$ cat config.mk
export PLATFORM = sky130hd
export DESIGN_NAME = msc_top
export DESIGN_NICKNAME = d
export VERILOG_FILES = /design/src/verilog/msc_pkg.sv /design/src/verilog/msc_bridge.sv /design/src/verilog/msc_top.sv
export SDC_FILE = /design/constraint.sdc
export NUM_CORES = 1
export LEC_CHECK = 0
export BUFFER_PORTS_ARGS = -buffer_cell sky130_fd_sc_hd__buf_2
export CAP_MARGIN = 20
export CORE_MARGIN = 4
export CORE_UTILIZATION = 45
export DETAILED_ROUTE_END_ITERATION = 10
export PLACE_DENSITY = 0.71
export RECOVER_POWER = 50
export REMOVE_ABC_BUFFERS = 1
export SYNTH_ARGS = -nofsm -noshare
export SYNTH_HDL_FRONTEND = slang
export SYNTH_SLANG_ARGS = --single-unit
export TNS_END_PERCENT = 1
$ cat constraint.sdc
create_clock -name clk_in -period 11.1 [get_ports clk_in]
set_input_delay 0 -clock clk_in [delete_from_list [all_inputs] [get_ports clk_in]]
set_output_delay 0 -clock clk_in [all_outputs]
set_load 0.005 [all_outputs]
$ cat src/verilog/msc_pkg.sv
// shared constants and types for the microstep sequencer and chopper
package msc_pkg;

	typedef enum logic [1:0] {TRI_LO = 2'h0, TRI_Z = 2'h1, TRI_HI = 2'h2} msc_tri_t;
	typedef enum logic [2:0] {
		FR_SLOW = 3'h0, FR_FAST = 3'h1, FR_8TH = 3'h2,
		FR_4TH = 3'h3, FR_HALF = 3'h4, FR_BLANK = 3'h5
	} msc_frac_t;
	typedef enum logic [2:0] {
		BR_IDLE = 3'h0, BR_DRIVE = 3'h1, BR_FAST = 3'h2,
		BR_COAST = 3'h3, BR_SLOW = 3'h4
	} msc_br_t;

	localparam int CLK_PERIOD_NS = 100;
	localparam int TOFF_Z_NS = 10000;
	localparam int TOFF_LO_NS = 20000;
	localparam int TOFF_HI_NS = 30000;
	localparam int BLANK_NS = 2000;
	localparam logic [9:0] TOFF_Z_CYC = 10'(TOFF_Z_NS / CLK_PERIOD_NS);
	localparam logic [9:0] TOFF_LO_CYC = 10'(TOFF_LO_NS / CLK_PERIOD_NS);
	localparam logic [9:0] TOFF_HI_CYC = 10'(TOFF_HI_NS / CLK_PERIOD_NS);
	localparam logic [9:0] BLANK_CYC = 10'((BLANK_NS + CLK_PERIOD_NS - 1) / CLK_PERIOD_NS);

	localparam logic [6:0] HOME_POS = 7'h10;
	localparam logic [6:0] STEP_SIZE [0:8] = '{7'h20, 7'h10, 7'h08, 7'h04, 7'h04,
		7'h02, 7'h02, 7'h01, 7'h01};
	localparam logic [8:0] BOTH_EDGE = 9'h150;
	localparam logic [7:0] SINE_TAB [0:32] = '{8'h00, 8'h0D, 8'h19, 8'h25, 8'h32,
		8'h3E, 8'h4A, 8'h56, 8'h62, 8'h6D, 8'h78, 8'h83, 8'h8E, 8'h98, 8'hA2,
		8'hAB, 8'hB4, 8'hBD, 8'hC5, 8'hCD, 8'hD4, 8'hDB, 8'hE1, 8'hE7, 8'hEC,
		8'hF0, 8'hF4, 8'hF7, 8'hFA, 8'hFC, 8'hFE, 8'hFF, 8'hFF};
	localparam msc_frac_t DEC_INC [0:8] = '{FR_SLOW, FR_SLOW, FR_SLOW, FR_BLANK,
		FR_HALF, FR_4TH, FR_SLOW, FR_SLOW, FR_SLOW};
	localparam msc_frac_t DEC_DEC [0:8] = '{FR_SLOW, FR_4TH, FR_BLANK, FR_BLANK,
		FR_HALF, FR_4TH, FR_HALF, FR_8TH, FR_FAST};

	// gate bits are {hs1, ls1, hs2, ls2}
	localparam logic [3:0] GATE_OFF = 4'h0;
	localparam logic [3:0] GATE_POS = 4'h9;
	localparam logic [3:0] GATE_NEG = 4'h6;
	localparam logic [3:0] GATE_SLOW = 4'h5;

	function automatic logic [3:0] tri_idx(input msc_tri_t hi, input msc_tri_t lo);
		return 4'({2'h0, hi} * 4'h3 + {2'h0, lo});
	endfunction

	function automatic logic [9:0] frac_cyc(input msc_frac_t f, input logic [9:0] off);
		unique case (f)
			FR_SLOW: return 10'h000;
			FR_FAST: return off;
			FR_8TH: return off >> 3;
			FR_4TH: return off >> 2;
			FR_HALF: return off >> 1;
			default: return BLANK_CYC;
		endcase
	endfunction

endpackage

$ cat src/verilog/msc_bridge.sv
// fixed off-time chopper state machine for one bridge
`timescale 1ns/10ps
module msc_bridge import msc_pkg::*; (
	input wire logic clk_in,
	input wire logic rst_in,
	input wire logic enable_in,
	input wire logic trip_in,
	input wire logic zero_in,
	input wire logic adaptive_in,
	input msc_frac_t frac_in,
	input wire logic [9:0] off_cyc_in,
	output msc_br_t state_out
);
	msc_br_t next_state;
	logic [9:0] cnt;
	logic [9:0] next_cnt;
	logic [9:0] fast_len;
	logic [9:0] next_fast_len;
	logic [1:0] ovs;
	logic [1:0] next_ovs;
	logic off_end;
	logic blank_done;

	always_comb begin
		next_state = state_out;
		next_fast_len = fast_len;
		next_ovs = ovs;
		next_cnt = (cnt == 10'h3FF) ? cnt : cnt + 10'h001;
		off_end = (cnt >= off_cyc_in - 10'h001);
		blank_done = (cnt >= BLANK_CYC - 10'h001);
		if (!enable_in) begin
			next_state = BR_IDLE;
			next_cnt = 10'h000;
		end else begin
			unique case (state_out)
				BR_IDLE: begin
					next_state = BR_DRIVE;
					next_cnt = 10'h000;
				end
				BR_DRIVE: begin
					// comparator ignored until the window has run, see RULE21
					if (blank_done && trip_in) begin // see RULE8
						next_cnt = 10'h000;
						if (!adaptive_in) begin
							next_fast_len = frac_cyc(frac_in, off_cyc_in); // see RULE15
						end else if (cnt == BLANK_CYC - 10'h001) begin
							next_ovs = (ovs == 2'h3) ? ovs : ovs + 2'h1;
							// see RULE19
							next_fast_len = (ovs == 2'h0) ? BLANK_CYC :
								(ovs == 2'h1) ? 10'(BLANK_CYC << 1) : off_cyc_in >> 2;
						end else begin
							// late trip: slow only, see RULE18 RULE20
							next_ovs = 2'h0;
							next_fast_len = 10'h000;
						end
						next_state = (next_fast_len == 10'h000) ? BR_SLOW : BR_FAST;
					end
				end
				BR_FAST, BR_COAST: begin
					if (off_end) begin
						next_state = BR_DRIVE;
						next_cnt = 10'h000;
					end else if (cnt >= fast_len - 10'h001) begin
						next_state = BR_SLOW; // see RULE14
					end else if (state_out == BR_FAST && zero_in) begin
						next_state = BR_COAST; // see RULE12
					end
				end
				BR_SLOW: begin
					if (off_end) begin
						next_state = BR_DRIVE; // see RULE8
						next_cnt = 10'h000;
					end
				end
				default: begin
					next_state = BR_IDLE;
					next_cnt = 10'h000;
				end
			endcase
		end
	end

	always_ff @(posedge clk_in or posedge rst_in) begin
		if (rst_in) begin
			state_out <= BR_IDLE;
			cnt <= 10'h000;
			fast_len <= 10'h000;
			ovs <= 2'h0;
		end else begin
			state_out <= next_state;
			cnt <= next_cnt;
			fast_len <= next_fast_len;
			ovs <= next_ovs;
		end
	end
endmodule

$ cat src/verilog/msc_top.sv
// step/direction sequencer with two chopper bridges
// What this block and its step controller do
// RULE1: controller holds step high and low 1.9us
// RULE2: each active edge moves one step
// RULE3: full, half, quarter advance on rising only
// RULE4: fine modes: rising-only or both-edge codes
// RULE5: inhibit turns bridges off, sequencer keeps tracking
// RULE6: resolution change jumps to next valid position
// RULE7: home at 45 degrees after reset, lockout, sleep
// RULE8: drive to threshold, fixed off, drive again
// RULE9: off time Z 10us, low 20us, high 30us
// RULE10: threshold is reference times torque times sine
// RULE11: nine torque scales, both high means off
// RULE12: fast decay reverses, stops near zero current
// RULE13: slow decay turns both low sides on
// RULE14: mixed decay fast first, then slow
// RULE15: falling current decay chosen by decay pins
// RULE16: rising current mixed on three codes only
// RULE17: auto recirculation sampled only at wake
// RULE18: long drive gives slow decay next
// RULE19: repeated overshoot escalates fast decay length
// RULE20: short drive gives slow until above reference
// RULE21: drive lasts blank window, comparator ignored
// RULE22: standby low: regulator, bridges, sequencer off
// RULE23: tri-level pins decode to three values
// RULE24: position wraps over one electrical cycle
`timescale 1ns/10ps
module msc_top import msc_pkg::*; (
	input wire logic clk_in,
	input wire logic rst_in,
	input wire logic step_in,
	input wire logic rotation_sense_in,
	input wire logic output_inhibit_in,
	input wire logic standby_request_in,
	input wire logic uvlo_in,
	input wire logic auto_recirc_en_in,
	input wire logic step_res_sel0_lvl_in,
	input wire logic step_res_sel0_hiz_in,
	input wire logic step_res_sel1_lvl_in,
	input wire logic step_res_sel1_hiz_in,
	input wire logic off_time_sel_lvl_in,
	input wire logic off_time_sel_hiz_in,
	input wire logic torque_sel0_lvl_in,
	input wire logic torque_sel0_hiz_in,
	input wire logic torque_sel1_lvl_in,
	input wire logic torque_sel1_hiz_in,
	input wire logic decay_sel0_lvl_in,
	input wire logic decay_sel0_hiz_in,
	input wire logic decay_sel1_lvl_in,
	input wire logic decay_sel1_hiz_in,
	input wire logic [7:0] chop_reference_in,
	input wire logic a_trip_in,
	input wire logic b_trip_in,
	input wire logic a_zero_in,
	input wire logic b_zero_in,
	output logic [3:0] a_gate_out,
	output logic [3:0] b_gate_out,
	output logic [7:0] a_thresh_out,
	output logic [7:0] b_thresh_out,
	output logic regulator_en_out,
	output logic [6:0] position_out
);
	logic awake;
	logic awake_q;
	logic step_prev;
	logic step_rise;
	logic step_fall;
	logic adv;
	logic adaptive;
	logic next_adaptive;
	logic rise_a;
	logic rise_b;
	logic next_rise_a;
	logic next_rise_b;
	logic en;
	logic [3:0] res_idx;
	logic [3:0] tq_idx;
	logic [3:0] dec_idx;
	logic [3:0] scale;
	logic [9:0] off_cyc;
	logic [6:0] next_pos;
	logic [3:0] next_a_gate;
	logic [3:0] next_b_gate;
	logic [7:0] next_a_thr;
	logic [7:0] next_b_thr;
	msc_tri_t off_tri;
	msc_frac_t frac_a;
	msc_frac_t frac_b;
	msc_br_t a_state;
	msc_br_t b_state;

	// the analog front end flags a floating pin; that wins over the level
	function automatic msc_tri_t tri_dec(input logic lvl, input logic hiz);
		if (hiz) begin
			return TRI_Z;
		end
		return lvl ? TRI_HI : TRI_LO;
	endfunction

	// step measured from home so full steps stay on 45 degree points
	function automatic logic [6:0] nxt_pos(input logic [6:0] p, input logic [6:0] sz,
		input logic fwd);
		logic [6:0] o;
		logic [6:0] al;
		o = p - HOME_POS;
		al = o & ~(sz - 7'h01);
		if (fwd) begin
			o = al + sz;
		end else begin
			o = (o == al) ? al - sz : al;
		end
		return o + HOME_POS;
	endfunction

	// winding a follows sine, b cosine, over 128 positions
	function automatic logic [7:0] mag(input logic [6:0] p, input logic cosn);
		logic [5:0] q;
		q = {1'b0, p[4:0]};
		if (p[5] ^ cosn) begin
			q = 6'h20 - q;
		end
		return SINE_TAB[q];
	endfunction

	function automatic logic [7:0] thr_of(input logic [7:0] r, input logic [3:0] s,
		input logic [7:0] m);
		logic [11:0] tq;
		logic [15:0] full;
		tq = r * s;
		full = tq[10:3] * m;
		return full[15:8];
	endfunction

	function automatic logic [3:0] gate_of(input msc_br_t st, input logic pos_sign);
		unique case (st)
			BR_DRIVE: return pos_sign ? GATE_POS : GATE_NEG;
			BR_FAST: return pos_sign ? GATE_NEG : GATE_POS; // see RULE12
			BR_SLOW: return GATE_SLOW; // see RULE13
			default: return GATE_OFF;
		endcase
	endfunction

	always_comb begin
		awake = standby_request_in && !uvlo_in;
		step_rise = step_in && !step_prev;
		step_fall = !step_in && step_prev;
		// see RULE23
		res_idx = tri_idx(tri_dec(step_res_sel1_lvl_in, step_res_sel1_hiz_in),
			tri_dec(step_res_sel0_lvl_in, step_res_sel0_hiz_in));
		tq_idx = tri_idx(tri_dec(torque_sel1_lvl_in, torque_sel1_hiz_in),
			tri_dec(torque_sel0_lvl_in, torque_sel0_hiz_in));
		dec_idx = tri_idx(tri_dec(decay_sel1_lvl_in, decay_sel1_hiz_in),
			tri_dec(decay_sel0_lvl_in, decay_sel0_hiz_in));
		off_tri = tri_dec(off_time_sel_lvl_in, off_time_sel_hiz_in);
		// see RULE3 RULE4
		adv = step_rise || (step_fall && BOTH_EDGE[res_idx]);
		scale = 4'h8 - tq_idx; // see RULE11
		en = awake && !output_inhibit_in && scale != 4'h0; // see RULE5 RULE22
		unique case (off_tri)
			TRI_Z: off_cyc = TOFF_Z_CYC; // see RULE9
			TRI_LO: off_cyc = TOFF_LO_CYC;
			default: off_cyc = TOFF_HI_CYC;
		endcase
	end

	always_comb begin
		next_pos = position_out;
		next_rise_a = rise_a;
		next_rise_b = rise_b;
		next_adaptive = adaptive;
		if (!awake) begin
			next_pos = HOME_POS; // see RULE7 RULE22
		end else if (adv) begin
			// modulo arithmetic wraps both ways, see RULE2 RULE6 RULE24
			next_pos = nxt_pos(position_out, STEP_SIZE[res_idx], rotation_sense_in);
			next_rise_a = mag(next_pos, 1'b0) > mag(position_out, 1'b0);
			next_rise_b = mag(next_pos, 1'b1) > mag(position_out, 1'b1);
		end
		if (awake && !awake_q) begin
			next_adaptive = auto_recirc_en_in; // see RULE17
		end
		// see RULE15 RULE16
		frac_a = rise_a ? DEC_INC[dec_idx] : DEC_DEC[dec_idx];
		frac_b = rise_b ? DEC_INC[dec_idx] : DEC_DEC[dec_idx];
		next_a_thr = thr_of(chop_reference_in, scale, mag(position_out, 1'b0)); // see RULE10
		next_b_thr = thr_of(chop_reference_in, scale, mag(position_out, 1'b1));
		// gates follow en directly so an inhibit acts in one cycle
		next_a_gate = en ? gate_of(a_state, !position_out[6]) : GATE_OFF; // see RULE5
		next_b_gate = en ? gate_of(b_state, !(position_out[6] ^ position_out[5])) : GATE_OFF;
	end

	always_ff @(posedge clk_in or posedge rst_in) begin
		if (rst_in) begin
			position_out <= HOME_POS; // see RULE7
			step_prev <= 1'b0;
			awake_q <= 1'b0;
			adaptive <= 1'b0;
			rise_a <= 1'b0;
			rise_b <= 1'b0;
			a_gate_out <= GATE_OFF;
			b_gate_out <= GATE_OFF;
			a_thresh_out <= 8'h00;
			b_thresh_out <= 8'h00;
			regulator_en_out <= 1'b0;
		end else begin
			position_out <= next_pos;
			step_prev <= step_in;
			awake_q <= awake;
			adaptive <= next_adaptive;
			rise_a <= next_rise_a;
			rise_b <= next_rise_b;
			a_gate_out <= next_a_gate;
			b_gate_out <= next_b_gate;
			a_thresh_out <= next_a_thr;
			b_thresh_out <= next_b_thr;
			regulator_en_out <= awake; // see RULE22
		end
	end

	msc_bridge u_bridge_a (
		.clk_in(clk_in),
		.rst_in(rst_in),
		.enable_in(en),
		.trip_in(a_trip_in),
		.zero_in(a_zero_in),
		.adaptive_in(adaptive),
		.frac_in(frac_a),
		.off_cyc_in(off_cyc),
		.state_out(a_state)
	);

	msc_bridge u_bridge_b (
		.clk_in(clk_in),
		.rst_in(rst_in),
		.enable_in(en),
		.trip_in(b_trip_in),
		.zero_in(b_zero_in),
		.adaptive_in(adaptive),
		.frac_in(frac_b),
		.off_cyc_in(off_cyc),
		.state_out(b_state)
	);
endmodule

==> out/qor.yml, run 1 <==
logic_synthesis:
  synth_edf_count: 0
  postSynthCellCount: 1706
  synth_area_leader_cell: "ha_1"
  ys_types: 103
  ys_seq_area_frac: 0.1509
  postSynth.asyncResetShare: 1.000
  syn_area_per_cell_um2: 8.169
  synthFlopType: "dfrtp_1"
  ys_top_cells_by_area: "ha_1 (18%), dfrtp_1 (15%), fa_1 (12%), nor2_1 (6.2%), inv_1 (4.2%)"
  yosys_warnings: 0
  synth_top_area_frac: 0.1814
  netlist_area_um2: 13940
  synth_seq_cells: 84
placement:
  place_hpwl_um: 26210
  numPortBuffers: 65
  dp_cells: 2114
  routabilityCongestion: 0.9106
  dpl_cell_area_um2: 14550
  place_ws_ps: 1760
status:
  violations: "max-capacitance violations, max-slew violations"
  status: "complete, but fails checks"
route:
  initialDrtViolationCount: 774
  viasPerCell: 5.708
  ant_nets: 0
  routedWlPerCell_um: 15.84
  drc: 0
  dr.pass1.iters: 5
  num_vias: 12180
  wirelength_um: 33800
grt:
  gr-total-overflow: 0
  grt_max_degree: 64
  busiest_layer: "met2"
  grt_pass1_vias: 11967
  antenna_found_initial: 0
  use_met2: 0.3580
  grt_pass1_wl_um: 57440
  use_met3: 0.02493
  grt_usage: 0.2010
  grtUsageMet1: 0.2577
cells_and_area:
  nets: 2054
  layoutNonFillerInstCount: 2134
  fin_area_um2: 14850
  final_common_cell: "nor2_1"
  antenna_cells: 0
  n_fill_cell: 2932
  final_cell_mix: "nor2_1 (231), ha_1 (202), inv_1 (156)"
  syn_to_final_growth_pct: 6.590
  layout-drive-gt1-share: 0.07883
critical_path:
  worstSetupStartpointType: "primary input"
  worst_ep_required_time_ps: 11390
  cp_common_cell: "fa_1"
  path_max_fanout: 9
  crit_slowest_cell: "xor2_1"
  endpoint_kind: "register"
  crit_arrival_ps: 9220
  slowest_delay_ps: 610
  worst-setup-path-type: "primary input to register"
floorplan:
  fp-row-count: 64
  die_h_um: 184.0
  io_pins: 66
  core_area_um2: 30590
  initial_core_util: 0.4556
  die_w_um: 184.0
  dieArea_um2: 33850
clock_network:
  path_clk_slew_ps: 80
  ctsHtreeMaxLevel: 3
  cts_buffer_depth: 2
  cts_buffers: 9
  postCtsSetupBuffers: 0
  cts_tree: "built"
  cts_root_buf: "clkbuf_16"
  clk-insertion-delay-late_ps: 360
  cts_sinks: 84
timing:
  relSlewSlack: -1.316
  timing.fmax_ghz: 0.1120
  setup_tns_ps: 0
  rsz0062_at_grt: "no"
  min_period_ps: 8928
  timing.final.hold_violations: 0
  setup_viol: 0
  setup_slack_ps: 2172
  fin_skew_ps: 13.96
  tightest_slew_ps: 3473
  maxSlewViolCount: 64
  fin_crit_sh: 0.8044
job:
  max_cap_violations: 1
worst_hold_path:
  min_path_type: "primary input to register"
[path summary, 6_finish.rpt]
kind                                                          from                             endpoint  slack (ps)  cells after the start
worst max-delay path                            torque_sel0_hiz_in            b_thresh_out[7]$_DFF_PP0_        2170                     36
worst min-delay path                                     a_trip_in  u_bridge_a.state_out[1]$_DFFE_PP0P_          10                      3
worst max register to register         position_out[0]$_DFFE_PP0P_            a_thresh_out[6]$_DFF_PP0_        2230                     29
worst min register to register  u_bridge_a.fast_len[5]$_DFFE_PP0P_   u_bridge_a.fast_len[5]$_DFFE_PP0P_         510                      2
max in group asynchronous                                   rst_in          position_out[6]$_DFFE_PP0P_        6930                      4
min in group asynchronous                                   rst_in            a_thresh_out[1]$_DFF_PP0_         390                      3
[critical path: cells and delay by family]
| family | cells | cell delay (ps) |
|---|---|---|
| XOR/XNOR | 4 | 1330 |
| adder cells (fa/ha/maj) | 11 | 4590 |
| AND/OR/NAND/NOR | 6 | 970 |
| buffers and inverters | 5 | 280 |
| AO/OA/AOI/OAI | 10 | 2010 |
[logic make-up (layout without fill, tap and decap cells)]
logic type / Yosys count / count (layout) / share of synthesized area
buf+inv: 235 / 264 / 0.06904
flops: 84 / 84 / 0.1509
other cells: 1 / 4 / 0.0002691
compound gates: 382 / 382 / 0.1933
simple gates: 618 / 618 / 0.2135
mux: 21 / 21 / 0.01697
xor+xnor: 78 / 78 / 0.05252
fa+ha+maj: 287 / 287 / 0.3035
[sequential cells by signal, indices dropped and copies added (netlist names)]
register and flops:
u_bridge_b.ovs 2, position_out 7, rise_b 1, rise_a 1
a_thresh_out 8, u_bridge_b.fast_len 9, u_bridge_b.cnt 10, u_bridge_b.state_out 3
a_gate_out 4, u_bridge_a.state_out 3, u_bridge_a.fast_len 9, b_gate_out 4
u_bridge_a.ovs 2, b_thresh_out 8, adaptive 1, step_prev 1
u_bridge_a.cnt 10, awake_q 1
[Yosys cell counts (9+ instances only)]
master / number
nor2_1: 231
ha_1: 202
inv_1: 157
nand2_1: 122
fa_1: 85
dfrtp_1: 83
a21oi_1: 80
o21ai_0: 75
clkbuf_1: 57
nor3_1: 52
xnor2_1: 48
a21o_1: 36
nand3_1: 35
nand2b_1: 34
nor2b_1: 27
and2_1: 26
xor2_1: 25
or2_2: 24
a211oi_1: 21
and3_1: 15
o211ai_1: 14
a31oi_1: 13
mux2i_1: 12
o21a_1: 11
nor4_1: 10
o31ai_1: 9
[routing by layer]
metal  vias to the layer above  wire length, um  share of wire
met1                      5860            14740           0.44
met3                        55             1326          0.039
li1                       5982                -              -
met5                         -                0              0
met4                         0              774          0.023
met2                       283            16960           0.50
[timing repair]
action,4_1_cts,5_1_grt
endpoints found under the hold margin,23,0
hold buffers,3,0
resized for setup,0,0
[final cells by class]
class                   instances  area [um2]  share of cell area
inverters                     162       609.3             0.04102
clock buffers                   9       225.2             0.01516
multi-input cells            1390       10890              0.7331
well taps                     396       495.5             0.03336
clock inverters                 7       75.07            0.005054
flip-flops and latches         84        2103              0.1416
repair buffers                 86       456.7             0.03074
[metrics by stage]
step	hold WS, ps	utilization
3_3_place_gp	31.15	0.4757
3_5_place_dp	35.27	0.4757
6_report	12.73	0.4856
5_1_grt	57.35	0.4856
4_1_cts	10.72	0.4865
2_1_floorplan	31.43	-
Power of run 1 is left out: the tool's default activity adds up to more than one toggle a clock period on the data nets, which glitch-free logic cannot reach.
==> run 2, diff against run 1 <==
Settings changed: ABC_AREA from default to 1.
Clock period 11.1 ns to 8.6 ns, I/O delays scaled along.
==> run 2 against run 1 <==
Net effect: the run still ends with max-capacitance violations, max-slew violations left; first-iteration DRC count rose by 23%; register-to-register slack got worse by 1100 ps; die area rose by 4.0%; setup slack got worse by 1400 ps; design area rose by 5.3%; highest routed layer unchanged.
==> out/qor.yml, run 2 <==
critical_path:
  cp_common_cell: "fa_1"
  r2r_slack_ps: 1150  # -1080 ps
  endpoint_kind: "register"
  crit_slowest_cell: "fa_1"
  reg2reg_depth: 27  # -6.9%
  path_max_fanout: 6  # -3
  worst-setup-path-type: "primary input to register"
  worst_ep_required_time_ps: 8840  # -2550 ps
  worstSetupStartpointType: "primary input"
  crit_arrival_ps: 8080  # -1140 ps
  slowest_delay_ps: 560  # -50 ps
  r2r_end: "b_thresh_out[7]$_DFF_PP0_"
  r2r-start: "position_out[0]$_DFFE_PP0P_"
clock_network:
  cts_hold_buf: 7  # +4
  clk-insertion-delay-late_ps: 360  # about the same
  postCtsSetupBuffers: 0  # unchanged
  cts_buffers: 9  # unchanged
  cts_root_buf: "clkbuf_16"
  ctsHtreeMaxLevel: 3  # unchanged
  path_clk_slew_ps: 70  # about the same
  cts_sinks: 84  # unchanged
  cts_tree: "built"
  cts_buffer_depth: 2  # unchanged
  cts-resized-gates: 0  # unchanged
placement:
  routabilityCongestion: 0.9250  # +1.6%
  place_hpwl_um: 29380  # +12%
  numPortBuffers: 65  # unchanged
route:
  dr.pass1.iters: 5  # unchanged
  wirelength_um: 35770  # +5.8%
  routedWlPerCell_um: 13.51  # -15%
  ant_nets: 0  # unchanged
  num_vias: 13953  # +15%
  viasPerCell: 5.269  # -7.7%
  initialDrtViolationCount: 955  # +23%
  drc: 0  # unchanged
logic_synthesis:
  synth_common_cells: "nand2_1 (588), inv_1 (399), ha_1 (202)"
  synth_area_leader_cell: "ha_1"
  netlist_area_um2: 14520  # +4.2%
  syn_area_per_cell_um2: 6.681  # -18%
  yosys_warnings: 0  # unchanged
  synth_top_area_frac: 0.1741  # -0.007268
  ys_top_cells_by_area: "ha_1 (17%), nand2_1 (15%), dfrtp_1 (14%), fa_1 (12%), inv_1 (10%)"
  synthFlopType: "dfrtp_1"
  postSynthCellCount: 2173  # +27%
  synth_edf_count: 0  # unchanged
  synth_seq_cells: 84  # unchanged
  yosysMostFrequentCell: "nand2_1"
  ys_seq_area_frac: 0.1449  # -0.006048
  ys_types: 53  # -49%
  postSynth.asyncResetShare: 1.000  # unchanged
cells_and_area:
  antenna_cells: 0  # unchanged
  multi_input_area_um2: 10700  # -1.7%
  nets: 2562  # +25%
  reg_top3: "u_bridge_a.cnt (10), u_bridge_b.cnt (10)"
  layout-drive-gt1-share: 0.06011  # -0.01872
  final_cell_mix: "nand2_1 (588), inv_1 (398), ha_1 (202)"
  n_fill_cell: 3167  # +8.0%
  syn_to_final_growth_pct: 7.731
  seq_area_um2: 2103  # unchanged
  final_common_cell: "nand2_1"
floorplan:
  dieArea_um2: 35200  # +4.0%
  die_h_um: 187.6  # +2.0%
  initial_core_util: 0.4577  # +0.002133
  core_area_um2: 31720  # +3.7%
  fp-row-count: 65  # +1.6%
  io_pins: 66  # unchanged
  die_w_um: 187.6  # +2.0%
status:
  status: "complete, but fails checks"
  violations: "max-capacitance violations, max-slew violations"
grt:
  grt_pass1_wl_um: 62650  # +9.1%
  grt_pass1_vias: 13682  # +14%
  grt_usage: 0.2061  # +0.005129
  gr-total-overflow: 0  # unchanged
  antenna_found_initial: 0  # unchanged
  grt_max_degree: 69  # +7.8%
timing:
  rsz0062_at_grt: "no"
  relSlewSlack: -1.487  # -0.1717
  maxSlewViolCount: 69  # +7.8%
  fin_skew_ps: 10.22  # -3.742 ps
  fin_crit_sh: 0.9123
  tightest_slew_ps: 3731  # +257.6 ps
  min_period_ps: 7845
  setup_tns_ps: 0  # unchanged
  timing.fmax_ghz: 0.1275
  timing.final.hold_violations: 0  # unchanged
  setup_viol: 0  # unchanged
worst_hold_path:
  min_path_type: "primary input to register"
  min_path_cells: 7  # +4
  hold_path_end: "adaptive$_DFFE_PP0P_"
  min-delay-start: "standby_request_in"
job:
  max_cap_violations: 1  # unchanged
## run 2: final cells by class
| cell class | instances | area share |
|---|---|---|
| inverters | 415 | 0.09968 |
| clock inverters | 6 | 0.004640 |
| clock buffers | 10 | 0.01464 |
| repair buffers | 85 | 0.03008 |
| flip-flops and latches | 84 | 0.1345 |
| multi-input cells | 1646 | 0.6843 |
| well taps | 402 | 0.03216 |
## run 2: how the worst max path moves through the flow
stage | startpoint | end | slack [ps] | depth (start not counted)
5_1_grt | torque_sel0_hiz_in | a_thresh_out[7]$_DFF_PP0_ | 130 | 37
6_report | torque_sel0_hiz_in | a_thresh_out[7]$_DFF_PP0_ | 750 | 37
2_1_floorplan | torque_sel0_hiz_in | b_thresh_out[7]$_DFF_PP0_ | 990 | 36
3_5_place_dp | torque_sel0_hiz_in | a_thresh_out[7]$_DFF_PP0_ | 400 | 37
3_3_place_gp | torque_sel0_hiz_in | b_thresh_out[7]$_DFF_PP0_ | 610 | 37
4_1_cts | torque_sel0_hiz_in | a_thresh_out[7]$_DFF_PP0_ | 770 | 37
## run 2: kinds of logic after synthesis
logic type / count (synthesis) / synth area share
xor+xnor: 50 / 0.03016
buf+inv: 446 / 0.1187
flops: 84 / 0.1449
other cells: 1 / 0.0002583
compound gates: 290 / 0.1151
fa+ha+maj: 287 / 0.2913
simple gates: 1015 / 0.2997
## run 2: critical path, delay by kind of cell
kind	cells	cell delay [ps]
buffers and inverters	8	620
AND/OR/NAND/NOR	6	500
adder cells (fa/ha/maj)	11	4600
AO/OA/AOI/OAI	9	1580
XOR/XNOR	3	770
## run 2: layer usage
layer,GRT usage,share of wire,vias to the layer above
met3,0.01899,0.046,61
met4,0.06126,0.020,0
met2,0.3598,0.49,353
li1,-,-,7030
met1,0.2723,0.45,6509
met5,0,0,-
## run 2: through the flow
stage	util	std cells	hold WS [ps]	area, um2	worst slack (ps)
2_1_floorplan	-	2145	31.43	14360	991.3
3_3_place_gp	0.4819	2624	-30.25	15280	609.6
3_5_place_dp	0.4819	2624	-19.87	15280	397.7
4_1_cts	0.4936	2647	125.0	15660	768.5
5_1_grt	0.4931	2648	174.5	15640	126.9
6_report	0.4931	2648	129.8	15640	754.5
Power of run 2 is left out for the same reason.
